===== config.mk =====
export PLATFORM = sky130hd
export DESIGN_NAME = aom_host_flat
export DESIGN_NICKNAME = d
export VERILOG_FILES = /design/src/aom_pkg.sv /design/src/aom_if.sv /design/src/aom_host.sv /design/src/flat_wrapper.sv
export SDC_FILE = /design/constraint.sdc
export NUM_CORES = 1
export LEC_CHECK = 0
export BUFFER_PORTS_ARGS = -buffer_cell sky130_fd_sc_hd__buf_2
export CORE_MARGIN = 2
export CORE_UTILIZATION = 42
export DETAILED_ROUTE_END_ITERATION = 8
export PLACE_DENSITY = 0.73
export SLEW_MARGIN = 15
export SYNTH_ARGS = -nofsm -noshare
export SYNTH_HDL_FRONTEND = slang
export SYNTH_SLANG_ARGS = --single-unit

===== constraint.sdc =====
create_clock -name aclk -period 3.4 [get_ports aclk]
set_input_delay 0 -clock aclk [delete_from_list [all_inputs] [get_ports aclk]]
set_output_delay 0 -clock aclk [all_outputs]
set_load 0.03 [all_outputs]

===== src/aom_pkg.sv =====
package aom_pkg;
   localparam int CODE_W         = 12;
   localparam int ANA_W          = 14;
   localparam int PIPE_LAT       = 5;
   localparam int CLK_PERIOD_NS  = 10;
   localparam int CLK_MSPS       = 1000 / CLK_PERIOD_NS;
   localparam int FAST_MAX_MSPS  = 125;
   localparam int SLOW_MAX_MSPS  = 105;
   localparam int MIN_MSPS       = 1;
   localparam int NAP_WAKE_CYC   = 100;
   localparam int DCS_LOCK_CYC   = 100;
   localparam int SLEEP_WAKE_US  = 2000;
   localparam int SLEEP_WAKE_CYC = SLEEP_WAKE_US * 1000 / CLK_PERIOD_NS;
   localparam int CNT_W          = 24;
   localparam logic [CODE_W-1:0] CODE_MID = 12'h800;
   localparam logic [CODE_W-1:0] CODE_MAX = 12'hFFF;
   localparam logic [CODE_W-1:0] CODE_MIN = 12'h000;

   // Four-level format pin, coded as two digital bits
   typedef enum logic [1:0] {
      AOM_FMT_GND   = 2'b00,
      AOM_FMT_THIRD = 2'b01,
      AOM_FMT_TWO3  = 2'b10,
      AOM_FMT_VDD   = 2'b11
   } aom_fmt_t;

   typedef enum logic [1:0] {
      AOM_RUN   = 2'b00,
      AOM_NAP   = 2'b01,
      AOM_SLEEP = 2'b10,
      AOM_WAKE  = 2'b11
   } aom_pwr_t;

   // Register map of the controller
   localparam logic [7:0] REG_CTRL     = 8'h00;
   localparam logic [7:0] REG_STATUS   = 8'h04;
   localparam logic [7:0] REG_SAMPLE   = 8'h08;
   localparam logic [7:0] REG_IRQ_STAT = 8'h0C;
   localparam logic [7:0] REG_IRQ_MASK = 8'h10;
   localparam int CTRL_PD        = 0;
   localparam int CTRL_OD        = 1;
   localparam int CTRL_FMT_LO    = 2;
   localparam int CTRL_CAP       = 4;
   localparam int STAT_READY     = 0;
   localparam int STAT_FLOAT     = 1;
   localparam int STAT_PD        = 2;
   localparam int SAMPLE_OF      = 12;
   localparam int IRQ_READY      = 0;
   localparam int IRQ_RANGE      = 1;
   localparam logic [4:0] CTRL_RESET = 5'h04;
   localparam logic [1:0] RESP_OKAY   = 2'h0;
   localparam logic [1:0] RESP_SLVERR = 2'h2;

   // Stabilizer is on for the two middle levels
   function automatic logic dcs_on(input logic [1:0] fmt);
      return fmt[0] ^ fmt[1];
   endfunction

   // Upper two levels select two's complement
   function automatic logic twos_sel(input logic [1:0] fmt);
      return fmt[1];
   endfunction
endpackage


===== src/aom_if.sv =====
`timescale 1ns/1ps
// Parallel converter pins between device and controller
interface aom_if;
   logic [aom_pkg::CODE_W-1:0] sample_code_bits;
   logic                       range_exceeded_flag;
   logic                       data_drive_n;
   logic                       output_disable;
   logic                       power_down_select;
   logic [1:0]                 format_level;

   modport dev (
      output sample_code_bits,
      output range_exceeded_flag,
      output data_drive_n,
      input  output_disable,
      input  power_down_select,
      input  format_level
   );

   modport host (
      input  sample_code_bits,
      input  range_exceeded_flag,
      input  data_drive_n,
      output output_disable,
      output power_down_select,
      output format_level
   );
endinterface


===== src/aom_host.sv =====
// Chosen here: the AXI4-Lite slave port and the register offsets.
`timescale 1ns/1ps
module aom_host #(
   parameter int SLEEP_WAKE_CYC = aom_pkg::SLEEP_WAKE_CYC
) (
   input  wire logic                         aclk,
   input  wire logic                         aresetn,
   input  wire logic [7:0]                   s_axi_awaddr,
   input  wire logic                         s_axi_awvalid,
   output logic                              s_axi_awready,
   input  wire logic [31:0]                  s_axi_wdata,
   input  wire logic [3:0]                   s_axi_wstrb,
   input  wire logic                         s_axi_wvalid,
   output logic                              s_axi_wready,
   output logic [1:0]                        s_axi_bresp,
   output logic                              s_axi_bvalid,
   input  wire logic                         s_axi_bready,
   input  wire logic [7:0]                   s_axi_araddr,
   input  wire logic                         s_axi_arvalid,
   output logic                              s_axi_arready,
   output logic [31:0]                       s_axi_rdata,
   output logic [1:0]                        s_axi_rresp,
   output logic                              s_axi_rvalid,
   input  wire logic                         s_axi_rready,
   output logic [aom_pkg::CODE_W-1:0]        cap_code,
   output logic                              cap_range,
   output logic                              cap_valid,
   output logic                              irq,
   aom_if.host                               pins
);
   localparam int CW = aom_pkg::CODE_W;

   initial begin
      if (SLEEP_WAKE_CYC < 1 || SLEEP_WAKE_CYC >= (1 << (aom_pkg::CNT_W - 1)))
         $error("sleep wake count out of range");
   end

   logic [4:0]                ctrl;
   logic [1:0]                irq_stat;
   logic [1:0]                irq_mask;
   logic [CW:0]               sample;
   logic [aom_pkg::CNT_W-1:0] hold_cnt;
   logic                      slept;
   logic                      aw_have;
   logic                      w_have;
   logic [7:0]                aw_addr;
   logic [31:0]               w_data;
   logic                      do_write;
   logic                      ready_evt;
   logic                      range_evt;
   logic                      next_dcs;

   ////////////////////////////////////////////////////////////////////////
   // AXI4-Lite write path

   // Address and data are taken in either order, then written together
   assign do_write = aw_have && w_have && !s_axi_bvalid;
   always_ff @(posedge aclk) begin
      if (!aresetn) begin
         aw_have       <= 1'b0;
         w_have        <= 1'b0;
         aw_addr       <= '0;
         w_data        <= '0;
         s_axi_awready <= 1'b1;
         s_axi_wready  <= 1'b1;
         s_axi_bvalid  <= 1'b0;
         s_axi_bresp   <= aom_pkg::RESP_OKAY;
      end else begin
         if (s_axi_awvalid && s_axi_awready) begin
            aw_have       <= 1'b1;
            aw_addr       <= s_axi_awaddr;
            s_axi_awready <= 1'b0;
         end
         if (s_axi_wvalid && s_axi_wready) begin
            w_have       <= 1'b1;
            w_data       <= s_axi_wdata;
            s_axi_wready <= 1'b0;
         end
         if (do_write) begin
            s_axi_bvalid <= 1'b1;
            s_axi_bresp  <= (aw_addr == aom_pkg::REG_CTRL || aw_addr == aom_pkg::REG_IRQ_STAT
                             || aw_addr == aom_pkg::REG_IRQ_MASK)
                            ? aom_pkg::RESP_OKAY : aom_pkg::RESP_SLVERR;
            aw_have      <= 1'b0;
            w_have       <= 1'b0;
         end
         if (s_axi_bvalid && s_axi_bready) begin
            s_axi_bvalid  <= 1'b0;
            s_axi_awready <= 1'b1;
            s_axi_wready  <= 1'b1;
         end
      end
   end

   // Control register; the disable bit is frozen while capturing
   always_ff @(posedge aclk) begin
      if (!aresetn) begin
         ctrl     <= aom_pkg::CTRL_RESET;
         irq_mask <= '0;
      end else if (do_write && s_axi_wstrb[0]) begin
         if (aw_addr == aom_pkg::REG_CTRL) begin
            ctrl[aom_pkg::CTRL_PD]                    <= w_data[aom_pkg::CTRL_PD];
            ctrl[aom_pkg::CTRL_FMT_LO+1:aom_pkg::CTRL_FMT_LO] <=
               w_data[aom_pkg::CTRL_FMT_LO+1:aom_pkg::CTRL_FMT_LO];
            ctrl[aom_pkg::CTRL_CAP]                   <= w_data[aom_pkg::CTRL_CAP];
            if (!ctrl[aom_pkg::CTRL_CAP])
               ctrl[aom_pkg::CTRL_OD] <= w_data[aom_pkg::CTRL_OD];
         end else if (aw_addr == aom_pkg::REG_IRQ_MASK) begin
            irq_mask <= w_data[1:0];
         end
      end
   end

   // Pins come straight from the control register
   assign pins.power_down_select = ctrl[aom_pkg::CTRL_PD];
   assign pins.output_disable    = ctrl[aom_pkg::CTRL_OD];
   assign pins.format_level      = ctrl[aom_pkg::CTRL_FMT_LO+1:aom_pkg::CTRL_FMT_LO];

   ////////////////////////////////////////////////////////////////////////
   // Recovery tracking

   // Discard window covers wake time, relock and the pipeline fill
   assign next_dcs = aom_pkg::dcs_on(pins.format_level);
   always_ff @(posedge aclk) begin
      if (!aresetn) begin
         hold_cnt <= aom_pkg::CNT_W'(aom_pkg::DCS_LOCK_CYC + aom_pkg::PIPE_LAT + 2);
         slept    <= 1'b0;
      end else if (pins.power_down_select) begin
         slept    <= slept || pins.output_disable;
         hold_cnt <= aom_pkg::CNT_W'((slept || pins.output_disable ? SLEEP_WAKE_CYC
                     : aom_pkg::NAP_WAKE_CYC) + aom_pkg::DCS_LOCK_CYC
                     + aom_pkg::PIPE_LAT + 2);
      end else begin
         slept <= 1'b0;
         if (do_write && aw_addr == aom_pkg::REG_CTRL && s_axi_wstrb[0]
             && aom_pkg::dcs_on(w_data[3:2]) && !next_dcs)
            hold_cnt <= aom_pkg::CNT_W'(aom_pkg::DCS_LOCK_CYC + aom_pkg::PIPE_LAT + 2);
         else if (hold_cnt != '0)
            hold_cnt <= hold_cnt - 1'b1;
      end
   end

   ////////////////////////////////////////////////////////////////////////
   // Capture and interrupts

   // One register stage catches word and flag together
   always_ff @(posedge aclk) begin
      if (!aresetn) begin
         sample    <= '0;
         cap_code  <= '0;
         cap_range <= 1'b0;
         cap_valid <= 1'b0;
      end else begin
         cap_valid <= 1'b0;
         if (ctrl[aom_pkg::CTRL_CAP] && hold_cnt == '0 && !pins.data_drive_n) begin
            sample    <= {pins.range_exceeded_flag, pins.sample_code_bits};
            cap_code  <= pins.sample_code_bits;
            cap_range <= pins.range_exceeded_flag;
            cap_valid <= 1'b1;
         end
      end
   end

   assign ready_evt = (hold_cnt == aom_pkg::CNT_W'(1)) && !pins.power_down_select;
   assign range_evt = ctrl[aom_pkg::CTRL_CAP] && hold_cnt == '0 && !pins.data_drive_n
                      && pins.range_exceeded_flag;

   // Sticky bits, write one to clear; a new event beats the clear
   always_ff @(posedge aclk) begin
      if (!aresetn) begin
         irq_stat <= '0;
         irq      <= 1'b0;
      end else begin
         for (int i = 0; i < 2; i++) begin
            if ((i == aom_pkg::IRQ_READY) ? ready_evt : range_evt)
               irq_stat[i] <= 1'b1;
            else if (do_write && aw_addr == aom_pkg::REG_IRQ_STAT && s_axi_wstrb[0] && w_data[i])
               irq_stat[i] <= 1'b0;
         end
         irq <= |(irq_stat & irq_mask);
      end
   end

   ////////////////////////////////////////////////////////////////////////
   // AXI4-Lite read path

   always_ff @(posedge aclk) begin
      if (!aresetn) begin
         s_axi_arready <= 1'b1;
         s_axi_rvalid  <= 1'b0;
         s_axi_rdata   <= '0;
         s_axi_rresp   <= aom_pkg::RESP_OKAY;
      end else if (s_axi_arvalid && s_axi_arready) begin
         s_axi_arready <= 1'b0;
         s_axi_rvalid  <= 1'b1;
         s_axi_rresp   <= aom_pkg::RESP_OKAY;
         if (s_axi_araddr == aom_pkg::REG_CTRL)
            s_axi_rdata <= {27'h0, ctrl};
         else if (s_axi_araddr == aom_pkg::REG_STATUS)
            s_axi_rdata <= {29'h0, pins.power_down_select, pins.data_drive_n,
                            hold_cnt == '0};
         else if (s_axi_araddr == aom_pkg::REG_SAMPLE)
            s_axi_rdata <= {19'h0, sample};
         else if (s_axi_araddr == aom_pkg::REG_IRQ_STAT)
            s_axi_rdata <= {30'h0, irq_stat};
         else if (s_axi_araddr == aom_pkg::REG_IRQ_MASK)
            s_axi_rdata <= {30'h0, irq_mask};
         else begin
            s_axi_rdata <= '0;
            s_axi_rresp <= aom_pkg::RESP_SLVERR;
         end
      end else if (s_axi_rvalid && s_axi_rready) begin
         s_axi_rvalid  <= 1'b0;
         s_axi_arready <= 1'b1;
      end
   end
endmodule


===== src/flat_wrapper.sv =====
// flat-port wrapper written by rule: the top's interface ports become plain ports
module aom_host_flat 
#(
   parameter int SLEEP_WAKE_CYC = aom_pkg::SLEEP_WAKE_CYC
)
  (aclk, aresetn, s_axi_awaddr, s_axi_awvalid, s_axi_awready, s_axi_wdata, s_axi_wstrb, s_axi_wvalid, s_axi_wready, s_axi_bresp, s_axi_bvalid, s_axi_bready, s_axi_araddr, s_axi_arvalid, s_axi_arready, s_axi_rdata, s_axi_rresp, s_axi_rvalid, s_axi_rready, cap_code, cap_range, cap_valid, irq, pins_sample_code_bits, pins_range_exceeded_flag, pins_data_drive_n, pins_output_disable, pins_power_down_select, pins_format_level);
  aom_if pins_i ();
  input  wire logic aclk;
  input  wire logic aresetn;
  input  wire logic [7:0] s_axi_awaddr;
  input  wire logic s_axi_awvalid;
  output logic s_axi_awready;
  input  wire logic [31:0] s_axi_wdata;
  input  wire logic [3:0] s_axi_wstrb;
  input  wire logic s_axi_wvalid;
  output logic s_axi_wready;
  output logic [1:0] s_axi_bresp;
  output logic s_axi_bvalid;
  input  wire logic s_axi_bready;
  input  wire logic [7:0] s_axi_araddr;
  input  wire logic s_axi_arvalid;
  output logic s_axi_arready;
  output logic [31:0] s_axi_rdata;
  output logic [1:0] s_axi_rresp;
  output logic s_axi_rvalid;
  input  wire logic s_axi_rready;
  output logic [aom_pkg::CODE_W-1:0] cap_code;
  output logic cap_range;
  output logic cap_valid;
  output logic irq;
  input wire logic [$bits(pins_i.sample_code_bits)-1:0] pins_sample_code_bits;
  input wire logic [$bits(pins_i.range_exceeded_flag)-1:0] pins_range_exceeded_flag;
  input wire logic [$bits(pins_i.data_drive_n)-1:0] pins_data_drive_n;
  output wire logic [$bits(pins_i.output_disable)-1:0] pins_output_disable;
  output wire logic [$bits(pins_i.power_down_select)-1:0] pins_power_down_select;
  output wire logic [$bits(pins_i.format_level)-1:0] pins_format_level;
  assign pins_i.sample_code_bits = pins_sample_code_bits;
  assign pins_i.range_exceeded_flag = pins_range_exceeded_flag;
  assign pins_i.data_drive_n = pins_data_drive_n;
  assign pins_output_disable = pins_i.output_disable;
  assign pins_power_down_select = pins_i.power_down_select;
  assign pins_format_level = pins_i.format_level;
  aom_host #(.SLEEP_WAKE_CYC(SLEEP_WAKE_CYC)) u_core (.aclk(aclk), .aresetn(aresetn), .s_axi_awaddr(s_axi_awaddr), .s_axi_awvalid(s_axi_awvalid), .s_axi_awready(s_axi_awready), .s_axi_wdata(s_axi_wdata), .s_axi_wstrb(s_axi_wstrb), .s_axi_wvalid(s_axi_wvalid), .s_axi_wready(s_axi_wready), .s_axi_bresp(s_axi_bresp), .s_axi_bvalid(s_axi_bvalid), .s_axi_bready(s_axi_bready), .s_axi_araddr(s_axi_araddr), .s_axi_arvalid(s_axi_arvalid), .s_axi_arready(s_axi_arready), .s_axi_rdata(s_axi_rdata), .s_axi_rresp(s_axi_rresp), .s_axi_rvalid(s_axi_rvalid), .s_axi_rready(s_axi_rready), .cap_code(cap_code), .cap_range(cap_range), .cap_valid(cap_valid), .irq(irq), .pins(pins_i));
endmodule

== After elaboration in Yosys (flattened, before gate mapping) ==
Cells that the tools add are included.
Operators by class
  add/subtract/negate cells: 4
  equal/unequal tests: 7
  multiplexer cells: 24
  bitwise logic cells: 6
  reduce and logical (&&, ||, !) cells: 42
Operator list (count)
  $mux W32: 4
  $mux W24: 3
  $add A24 B3 Y24 const B: 1
  $add A24 B4 Y24 const B: 1
  $add A24 B8 Y24 const B: 1
  $eq A24 B1 Y1 const B: 1
  $eq A8 B4 Y1 const B: 3
  $logic_not A24 Y1: 1
  $reduce_bool A24 Y1: 1
  $sub A24 B1 Y24 const B: 1
  $logic_and A1 B1 Y1: 20
  $mux W18: 1
  $eq A8 B5 Y1 const B: 2
  $logic_not A8 Y1: 2
  $mux W2: 7
  $mux W1: 9
  $eq A8 B3 Y1 const B: 1
  $reduce_and A3 Y1: 2
  $reduce_bool A2 Y1: 3
  $reduce_or A2 Y1: 3
  $logic_not A1 Y1: 4
  $reduce_and A2 Y1: 2
  $logic_or A1 B1 Y1: 3
  $not A1 Y1: 3
  3 further kinds: 4
Word-level totals
  register bits after elaboration: 118
  bits of input ports: 73
  output and inout bits: 60
  logic and storage cells: 107

== Logic depth before layout (Yosys ltp) ==
Gate-level depths: netlist (run 1).
  depth in word-level cells: 8
  depth in mapped cells: 8
  gate-level depth less buffers: 7

== Worst setup path before layout (run 1) ==
No wires, ideal clock.
  path type: register -> register
  start: reg u_core.hold_cnt[8] (netlist name)
  end: reg u_core.hold_cnt[16] (netlist name)
  library setup time: 59 ps
  arrival time: 2315 ps
  required time: 3341 ps
  slack: 1026 ps
  stages on the path, launching flop included: 8
  path buffers: 2
  period minus slack after synthesis: 2374 ps
  cell sequence: dfxtp_1 or4_4 buf_6 or4_4 buf_6 or3_1 a211oi_1 o21a_1
Between the ends
  word-level cells in the longest chain between the ends: 4
  elaborated cells between the ends (all ways): 6
  those cells by class: 1 x add/sub; 3 x mux; 2 x reduce/logical
RTL lines
  start: declaration: RTL line aom_host.sv:42  | logic [aom_pkg::CNT_W-1:0] hold_cnt;
  start signal: assignment: RTL line aom_host.sv:126  | hold_cnt <= aom_pkg::CNT_W'(aom_pkg::DCS_LOCK_CYC + aom_pkg::PIPE_LAT + 2);
  start signal: assignment: RTL line aom_host.sv:130  | hold_cnt <= aom_pkg::CNT_W'((slept || pins.output_disable ? SLEEP_WAKE_CYC
  start signal: assignment: RTL line aom_host.sv:137  | hold_cnt <= aom_pkg::CNT_W'(aom_pkg::DCS_LOCK_CYC + aom_pkg::PIPE_LAT + 2);
  $sub A24 B1 Y24: RTL line aom_host.sv:139  | hold_cnt <= hold_cnt - 1'b1;
  $mux W24: RTL line aom_host.sv:138  | else if (hold_cnt != '0)
  $mux W24: RTL line aom_host.sv:135  | if (do_write && aw_addr == aom_pkg::REG_CTRL && s_axi_wstrb[0]
  $mux W24: RTL line aom_host.sv:128  | end else if (pins.power_down_select) begin
Parallel ways exist; a longest one is shown, timed or not. The select of a mux whose other input is x is not followed.
A chain may end at the register's enable or synchronous reset.

== Worst setup path after layout (run 1) ==
  start: reg u_core.hold_cnt[8] (netlist name)
  end: reg u_core.irq_stat[1]
Between the ends
  word-level cells in the longest chain between the ends: 5
  elaborated cells between the ends (all ways): 6
  those cells by class: 1 x mux; 5 x reduce/logical
RTL lines
  $logic_not A24 Y1 (*): RTL line aom_host.sv:165  | assign range_evt = ctrl[aom_pkg::CTRL_CAP] && hold_cnt == '0 && !pins.data_drive_n
  $logic_and A1 B1 Y1 (*) (2 in a row): RTL line aom_host.sv:165
  $logic_and A1 B1 Y1 (*): RTL line aom_host.sv:166  | && pins.range_exceeded_flag;
  $mux W1 / $reduce_bool A2 Y1 (equally long branches)
  end signal: assignment: RTL line aom_host.sv:171  | irq_stat <= '0;
  end signal: indexed assignment: RTL line aom_host.sv:176  | irq_stat[i] <= 1'b1;
  end signal: indexed assignment: RTL line aom_host.sv:178  | irq_stat[i] <= 1'b0;
  end: declaration: RTL line aom_host.sv:39  | logic [1:0] irq_stat;
Every way passes the cells marked *; elsewhere a longest branch is shown, timed or not.

==> impl_metrics.csv, run 1 <==
group,metric,value,unit
status,outcome,"complete, no violations",
drt,dr.pass1.iters,4,
clock_tree,clk_latency,0.36,ns
grt,grt_max_degree,65,
worst_setup_path,path_cells,"or4_4 > nor4_4 > nand4_1 > buf_4 > or2_2 > a21boi_0",
die,rows,35,
logic_synthesis,synth-seq-cells,84,
die,initial_core_util,0.428,
pwr,peakVddDrop,273,µV
drt,wl_met1,4.07,mm
die,die_y,101,µm
clock_tree,clk_pin_slew,0.09,ns
sta,min_period,2.49,ns
logic_synthesis,ys_seq_area_frac,0.429,
logic_synthesis,synth_top_area_frac,0.429,
cells_and_area,areaGrowthSynthToFinish,22.7,%
grt,grt_pass1_vias,3372,
clock_tree,clock_sinks,84,
place,placed_area,0.00429,mm²
place,io_buffers,81,
logic_synthesis,ys_async_sr_fraction,0,
grt,grt_overflow,0,
logic_synthesis,avgSynthCellArea,8.90,µm²
sta,fin_skew,0.0129,ns
place,gp_congestion,0.833,
worst_setup_path,crit_path_max_fanout,14,
worst_setup_path,cp_slowest_stage_delay,0.61,ns
pwr,p_per_area,392,mW/mm²
drt,antenna_left,0,
min_path,hp-class,"input port to flop",
sta,rsz0062_at_grt,"false",
logic_synthesis,ys_top_cells_by_area,"dfxtp_1, nor2b_1, mux2i_1",
die,core_region_area,0.00915,mm²
sta,setup_viol,0,
grt,grt_pass1_wl,15.7,mm
worst_setup_path,crit_family,"simple AND/OR/NAND/NOR gates",
clock_tree,cts_setup_buffers,0,
die,io_pins,133,
worst_setup_path,endpoint_kind,"flop",
clock_tree,clockBufferDepth,2,
cells_and_area,antenna_cells,0,
pwr,leakage,2.08,nW
drt,met3_wirelength,328,µm
drt,wirelength,9.49,mm
place,dp.cells,611,
clock_tree,cts_max_level,3,
sta,maxSlewHeadroom,0.430,
sta,slew_viol_final,0,
die,fp.dieArea,0.0101,mm²
worst_setup_path,crit_type,"flop to flop",
sta,fin_crit_sh,0.734,
drt,vias,3467,
drt,drt_iter0_markers,146,
sta,tightest_slew,0.847,ns
sta,final.setup.worst_slack,0.905,ns
drt,wl_per_cell,14.4,µm
pwr,total_power,1.89,mW
drt,viasPerCell,5.25,
run,max_cap_violations,0,
worst_setup_path,start_kind,"flop",
logic_synthesis,synth_cell_types,49,
logic_synthesis,netlist_area,0.00392,mm²
drt,wl_met2,4.85,mm
logic_synthesis,synthCells,440,
place,dp_slack,0.951,ns
worst_setup_path,cp_slowest_cell,"or4_4",
logic_synthesis,ys.flop_type,"dfxtp_1",
grt,track_usage,0.193,
grt,antenna_found_initial,0,
die,die_w,101,µm
clock_tree,tritoncts,"built",
sta,hold_violations,0,
cells_and_area,fin_util,0.525,
drt,highest_layer,"met4",
cells_and_area,final_area,0.00481,mm²
worst_setup_path,worst_ep_required_time,3.68,ns
worst_setup_path,path_buf_inv,1,
sta,max_freq,401,MHz
sta,timing.hold.ws,0.0320,ns
clock_tree,cts_buffers,9,
drt,drc,0,
cells_and_area,drive_gt1_frac,0.193,
sta,setup_tns,0,ns
worst_setup_path,r2r_slack,0.91,ns
logic_synthesis,yosysWarnings,0,
place,dp_hpwl,6.54,mm
cells_and_area,finish.net_count,621,
cells_and_area,instances_no_fill,661,
clock_tree,root_buffer,"clkbuf_8",
worst_setup_path,arrival,2.77,ns
logic_synthesis,synth_area_leader_cell,"dfxtp_1",
logic_synthesis,synth_edf_count,0,
-- registers in the layout (all words and copies together), names as in the netlist, 2 cells and up --
signal              cells
u_core.irq_stat         2
u_core.s_axi_rdata     13
u_core.sample          13
u_core.hold_cnt        24
u_core.irq_mask         2
u_core.aw_addr          8
u_core.w_data           5
u_core.ctrl             5
-- repair_timing --
| item | 4_1_cts | 5_1_grt |
|---|---|---|
| hold endpoints to repair | 34 | 0 |
| gates resized for setup | 0 | 0 |
| hold buffers | 34 | 0 |
-- metal layers --
metal | vias to the layer above | global-route usage
met3 | 20 | 0.0381
met1 | 1633 | 0.230
met2 | 80 | 0.334
met4 | 0 | 0.0927
li1 | 1734 | -
met5 | - | 0
-- area by class of cell --
class                   instances  area (µm²)
multi-input cells             323        2010
fillers                       840        4350
inverters                       9        33.8
flip-flops and latches         84        1680
clock inverters                 6        50.0
well taps                     111         139
clock buffers                  10         128
repair buffers                118         768
-- kinds of logic after synthesis --
kind of cell,count (synthesis),share of synthesized area
AO/OA/AOI/OAI,91,0.155
adder cells (fa/ha/maj),3,0.00959
other,1,0.000958
buffers and inverters,53,0.0773
multiplexers,20,0.0511
AND/OR/NAND/NOR,174,0.245
flip-flops,84,0.429
XOR/XNOR,14,0.0313
-- layout by cell type (no fill, tap or decap), types with 17 or more instances in the layout --
cell	count
mux2i_1	20
conb_1	21
dlygate4sd3_1	34
nor2_1	21
dfxtp_1	84
nand3_1	18
buf_2	81
a21boi_0	23
nor2b_1	34
a21oi_1	17
nand2_1	36
o21ai_0	19
-- where the power goes --
group	leakage (nW)	internal (mW)	switching, mW
sequential	0.682	1.01	0.0236
combinational	1.32	0.0835	0.118
clock	0.0831	0.272	0.384
total	2.08	1.36	0.526
-- synth_stat cells (2+ instances only) --
| library cell | number |
|---|---|
| nand4_1 | 7 |
| buf_2 | 2 |
| buf_6 | 2 |
| nor2b_1 | 34 |
| o211ai_1 | 2 |
| mux2i_1 | 20 |
| or4_4 | 2 |
| or4_1 | 9 |
| inv_1 | 9 |
| nand3b_1 | 3 |
| o2111ai_1 | 2 |
| a21boi_0 | 23 |
| a22oi_1 | 9 |
| nor4_1 | 7 |
| xor2_1 | 11 |
| nor2_1 | 21 |
| and2_0 | 2 |
| buf_4 | 23 |
| a222oi_1 | 3 |
| a21oi_1 | 17 |
| o21ai_0 | 19 |
| o31ai_1 | 6 |
| nand3_1 | 18 |
| nor3_1 | 15 |
| o21a_1 | 2 |
| xnor2_1 | 3 |
| dfxtp_1 | 84 |
| ha_1 | 3 |
| nand2b_1 | 3 |
| and3_1 | 3 |
| clkbuf_1 | 17 |
| nand2_1 | 36 |
| or3_1 | 5 |
| a211oi_1 | 3 |
-- final timing paths --
kind                                          from                  to  depth (start not counted)
worst max register to register  u_core.hold_cnt[8]  u_core.irq_stat[1]                          6
worst min register to register   u_core.aw_addr[1]   u_core.aw_addr[1]                          2
worst min-delay path             pins_data_drive_n    u_core.cap_valid                          3
worst max-delay path            u_core.hold_cnt[8]  u_core.irq_stat[1]                          6
-- tightest hold or removal path, delay by kind of cell --
kind / cells / cell delay (ns)
AND/OR/NAND/NOR: 2 / 0.25
buffers and inverters: 1 / 0.09
No activity file was read; power rests on OpenSTA's default activity.
==> inputs of run 2 (changes only) <==
==> constraint.sdc (replaced) <==
create_clock -name aclk -period 2.47 [get_ports aclk]
set_input_delay 0 -clock aclk [delete_from_list [all_inputs] [get_ports aclk]]
set_output_delay 0 -clock aclk [all_outputs]
set_load 0.03 [all_outputs]
==> run 2 against run 1 <==
  * Core utilization up 1.2 points
  * Critical path depth down 1
  * Combinational power up 41%
  * Critical path type unchanged
  * Critical endpoint is now u_core.hold_cnt[16]
==> impl_metrics.csv, run 2 (synthesized netlist as in run 1, its figures left out) <==
group,metric,value,unit
sta,final.setup.worst_slack,0.121,ns
status,outcome,"complete, no violations",
place,dp_slack,0.120,ns
grt,antenna_found_initial,0,
run,max_cap_violations,0,
place,gp_congestion,0.865,
sta,maxSlewHeadroom,0.511,
die,io_pins,133,
die,die_w,101,µm
place,io_buffers,81,
pwr,p_per_area,555,mW/mm²
cells_and_area,final_area,0.00492,mm²
drt,vias,3537,
worst_setup_path,cp_slowest_cell,"or4_4",
grt,grt_pass1_wl,15.2,mm
drt,drt_iter0_markers,149,
die,die_y,101,µm
clock_tree,tritoncts,"built",
grt,grt_max_degree,65,
die,fp.dieArea,0.0101,mm²
clock_tree,root_buffer,"clkbuf_8",
worst_setup_path,critPathLaunch,"u_core.hold_cnt[9]",
drt,viasPerCell,5.27,
grt,grt_busiest_layer,"met2",
sta,setup_viol,0,
cells_and_area,final_common_cell,"dfxtp_1",
worst_setup_path,path_cells,"or4_4 > or4_4 > or3_1 > a211oi_1 > o21a_1",
min_path,worstHoldPathCells,3,
worst_setup_path,reg2reg_depth,5,
worst_setup_path,start_kind,"flop",
worst_setup_path,r2r_slack,0.12,ns
place,dp_hpwl,6.57,mm
drt,wirelength,9.52,mm
cells_and_area,antenna_cells,0,
sta,fin_skew,0.0103,ns
pwr,peakVddDrop,292,µV
worst_setup_path,crit_type,"flop to flop",
clock_tree,clockBufferDepth,2,
die,initial_core_util,0.428,
grt,track_usage,0.189,
cells_and_area,fin_util,0.537,
sta,min_period,2.35,ns
min_path,hp-class,"input port to flop",
worst_setup_path,worst_ep_required_time,2.79,ns
cells_and_area,largest_register_ffs,24,
cells_and_area,drive_gt1_frac,0.204,
cells_and_area,regMostFlops,"u_core.hold_cnt",
worst_setup_path,arrival,2.66,ns
die,rows,35,
sta,max_freq,426,MHz
worst_setup_path,worst_path_most_repeated_cell,"or4_4",
grt,grt_overflow,0,
cells_and_area,final_cell_mix,"dfxtp_1, buf_2, dlygate4sd3_1, nand2_1, nor2b_1",
cells_and_area,areaGrowthSynthToFinish,25.6,%
grt,grt_util_met3,0.0423,
worst_setup_path,cp_slowest_stage_delay,0.59,ns
worst_setup_path,crit_path_max_fanout,8,
worst_setup_path,endpoint_kind,"flop",
worst_setup_path,reg2reg_from,"u_core.hold_cnt[9]",
die,core_region_area,0.00915,mm²
sta,slew_viol_final,0,
drt,antenna_left,0,
clock_tree,clk_latency,0.37,ns
worst_setup_path,r2r-end,"u_core.hold_cnt[16]",
drt,drc,0,
sta,tightest_slew,0.727,ns
drt,dr.pass1.iters,4,
sta,rsz0062_at_grt,"false",
sta,setup_tns,0,ns
grt,use_met2,0.324,
clock_tree,cts_max_level,3,
clock_tree,cts_buffers,9,
sta,fin_crit_sh,0.951,
cells_and_area,reg_top3,"u_core.hold_cnt: 24 flops, u_core.s_axi_rdata: 13 flops, u_core.sample: 13 flops",
min_path,hp-start,"pins_data_drive_n",
place,placed_area,0.00434,mm²
clock_tree,clk_pin_slew,0.09,ns
drt,wl_per_cell,14.2,µm
cells_and_area,finish.net_count,631,
min_path,min_to,"u_core.cap_valid",
grt,grt_pass1_vias,3322,
clock_tree,clock_sinks,84,
grt,grt.met1_usage,0.227,
pwr,leakage,2.14,nW
sta,hold_violations,0,
## run 2: cell type report
cell class	instances	area [µm²]
clock buffers	9	124
inverters	9	33.8
repair buffers	128	851
well taps	111	139
multi-input cells	323	2010
fillers	829	4230
clock inverters	7	82.6
flip-flops and latches	84	1680
## run 2: per-stage QoR
stage / cells / hold WS (ns) / total power, mW
after floorplan: 460 / 0.158 / 1.63
after global placement: 618 / 0.251 / 1.67
after detailed placement: 618 / 0.261 / 1.68
after CTS: 671 / 0.0109 / 2.74
after global routing: 671 / 0.0366 / 2.83
final: 671 / 0.0233 / 2.73
## run 2: worst max-delay path by stage
stage,end,slack (ns),depth (start not counted)
finish,u_core.hold_cnt[16],0.12,5
global route,u_core.hold_cnt[2],0.01,7
CTS,u_core.hold_cnt[16],0.09,5
detailed placement,u_core.hold_cnt[16],0.12,5
global placement,u_core.hold_cnt[16],0.16,5
floorplan,u_core.hold_cnt[16],0.1,7
## run 2: layer usage
layer,up-vias,share of wire
met1,1665,0.43
met5,-,0
met4,0,0.031
met3,26,0.040
met2,96,0.50
li1,1750,-
## run 2: repair_timing
action                     in CTS  in global routing
hold buffers                   37                  0
hold endpoints to repair       34                  0
resized for setup               0                  0
setup endpoints to repair       0                  1
setup buffers                   0                  0
## run 2: where the power goes
group | total [mW] | internal [mW] | leakage, nW | switching, mW
registers | 1.41 | 1.38 | 0.682 | 0.0312
clock network | 1.03 | 0.483 | 0.0984 | 0.547
logic | 0.284 | 0.119 | 1.36 | 0.166
total | 2.73 | 1.99 | 2.14 | 0.744
## run 2: critical path, delay by kind of cell, from the launching register on
kind / cells / cell delay (ns)
AOI/OAI and AO/OA: 2 / 0.39
DFF: 1 / 0.35
and+or+nand+nor: 3 / 1.55
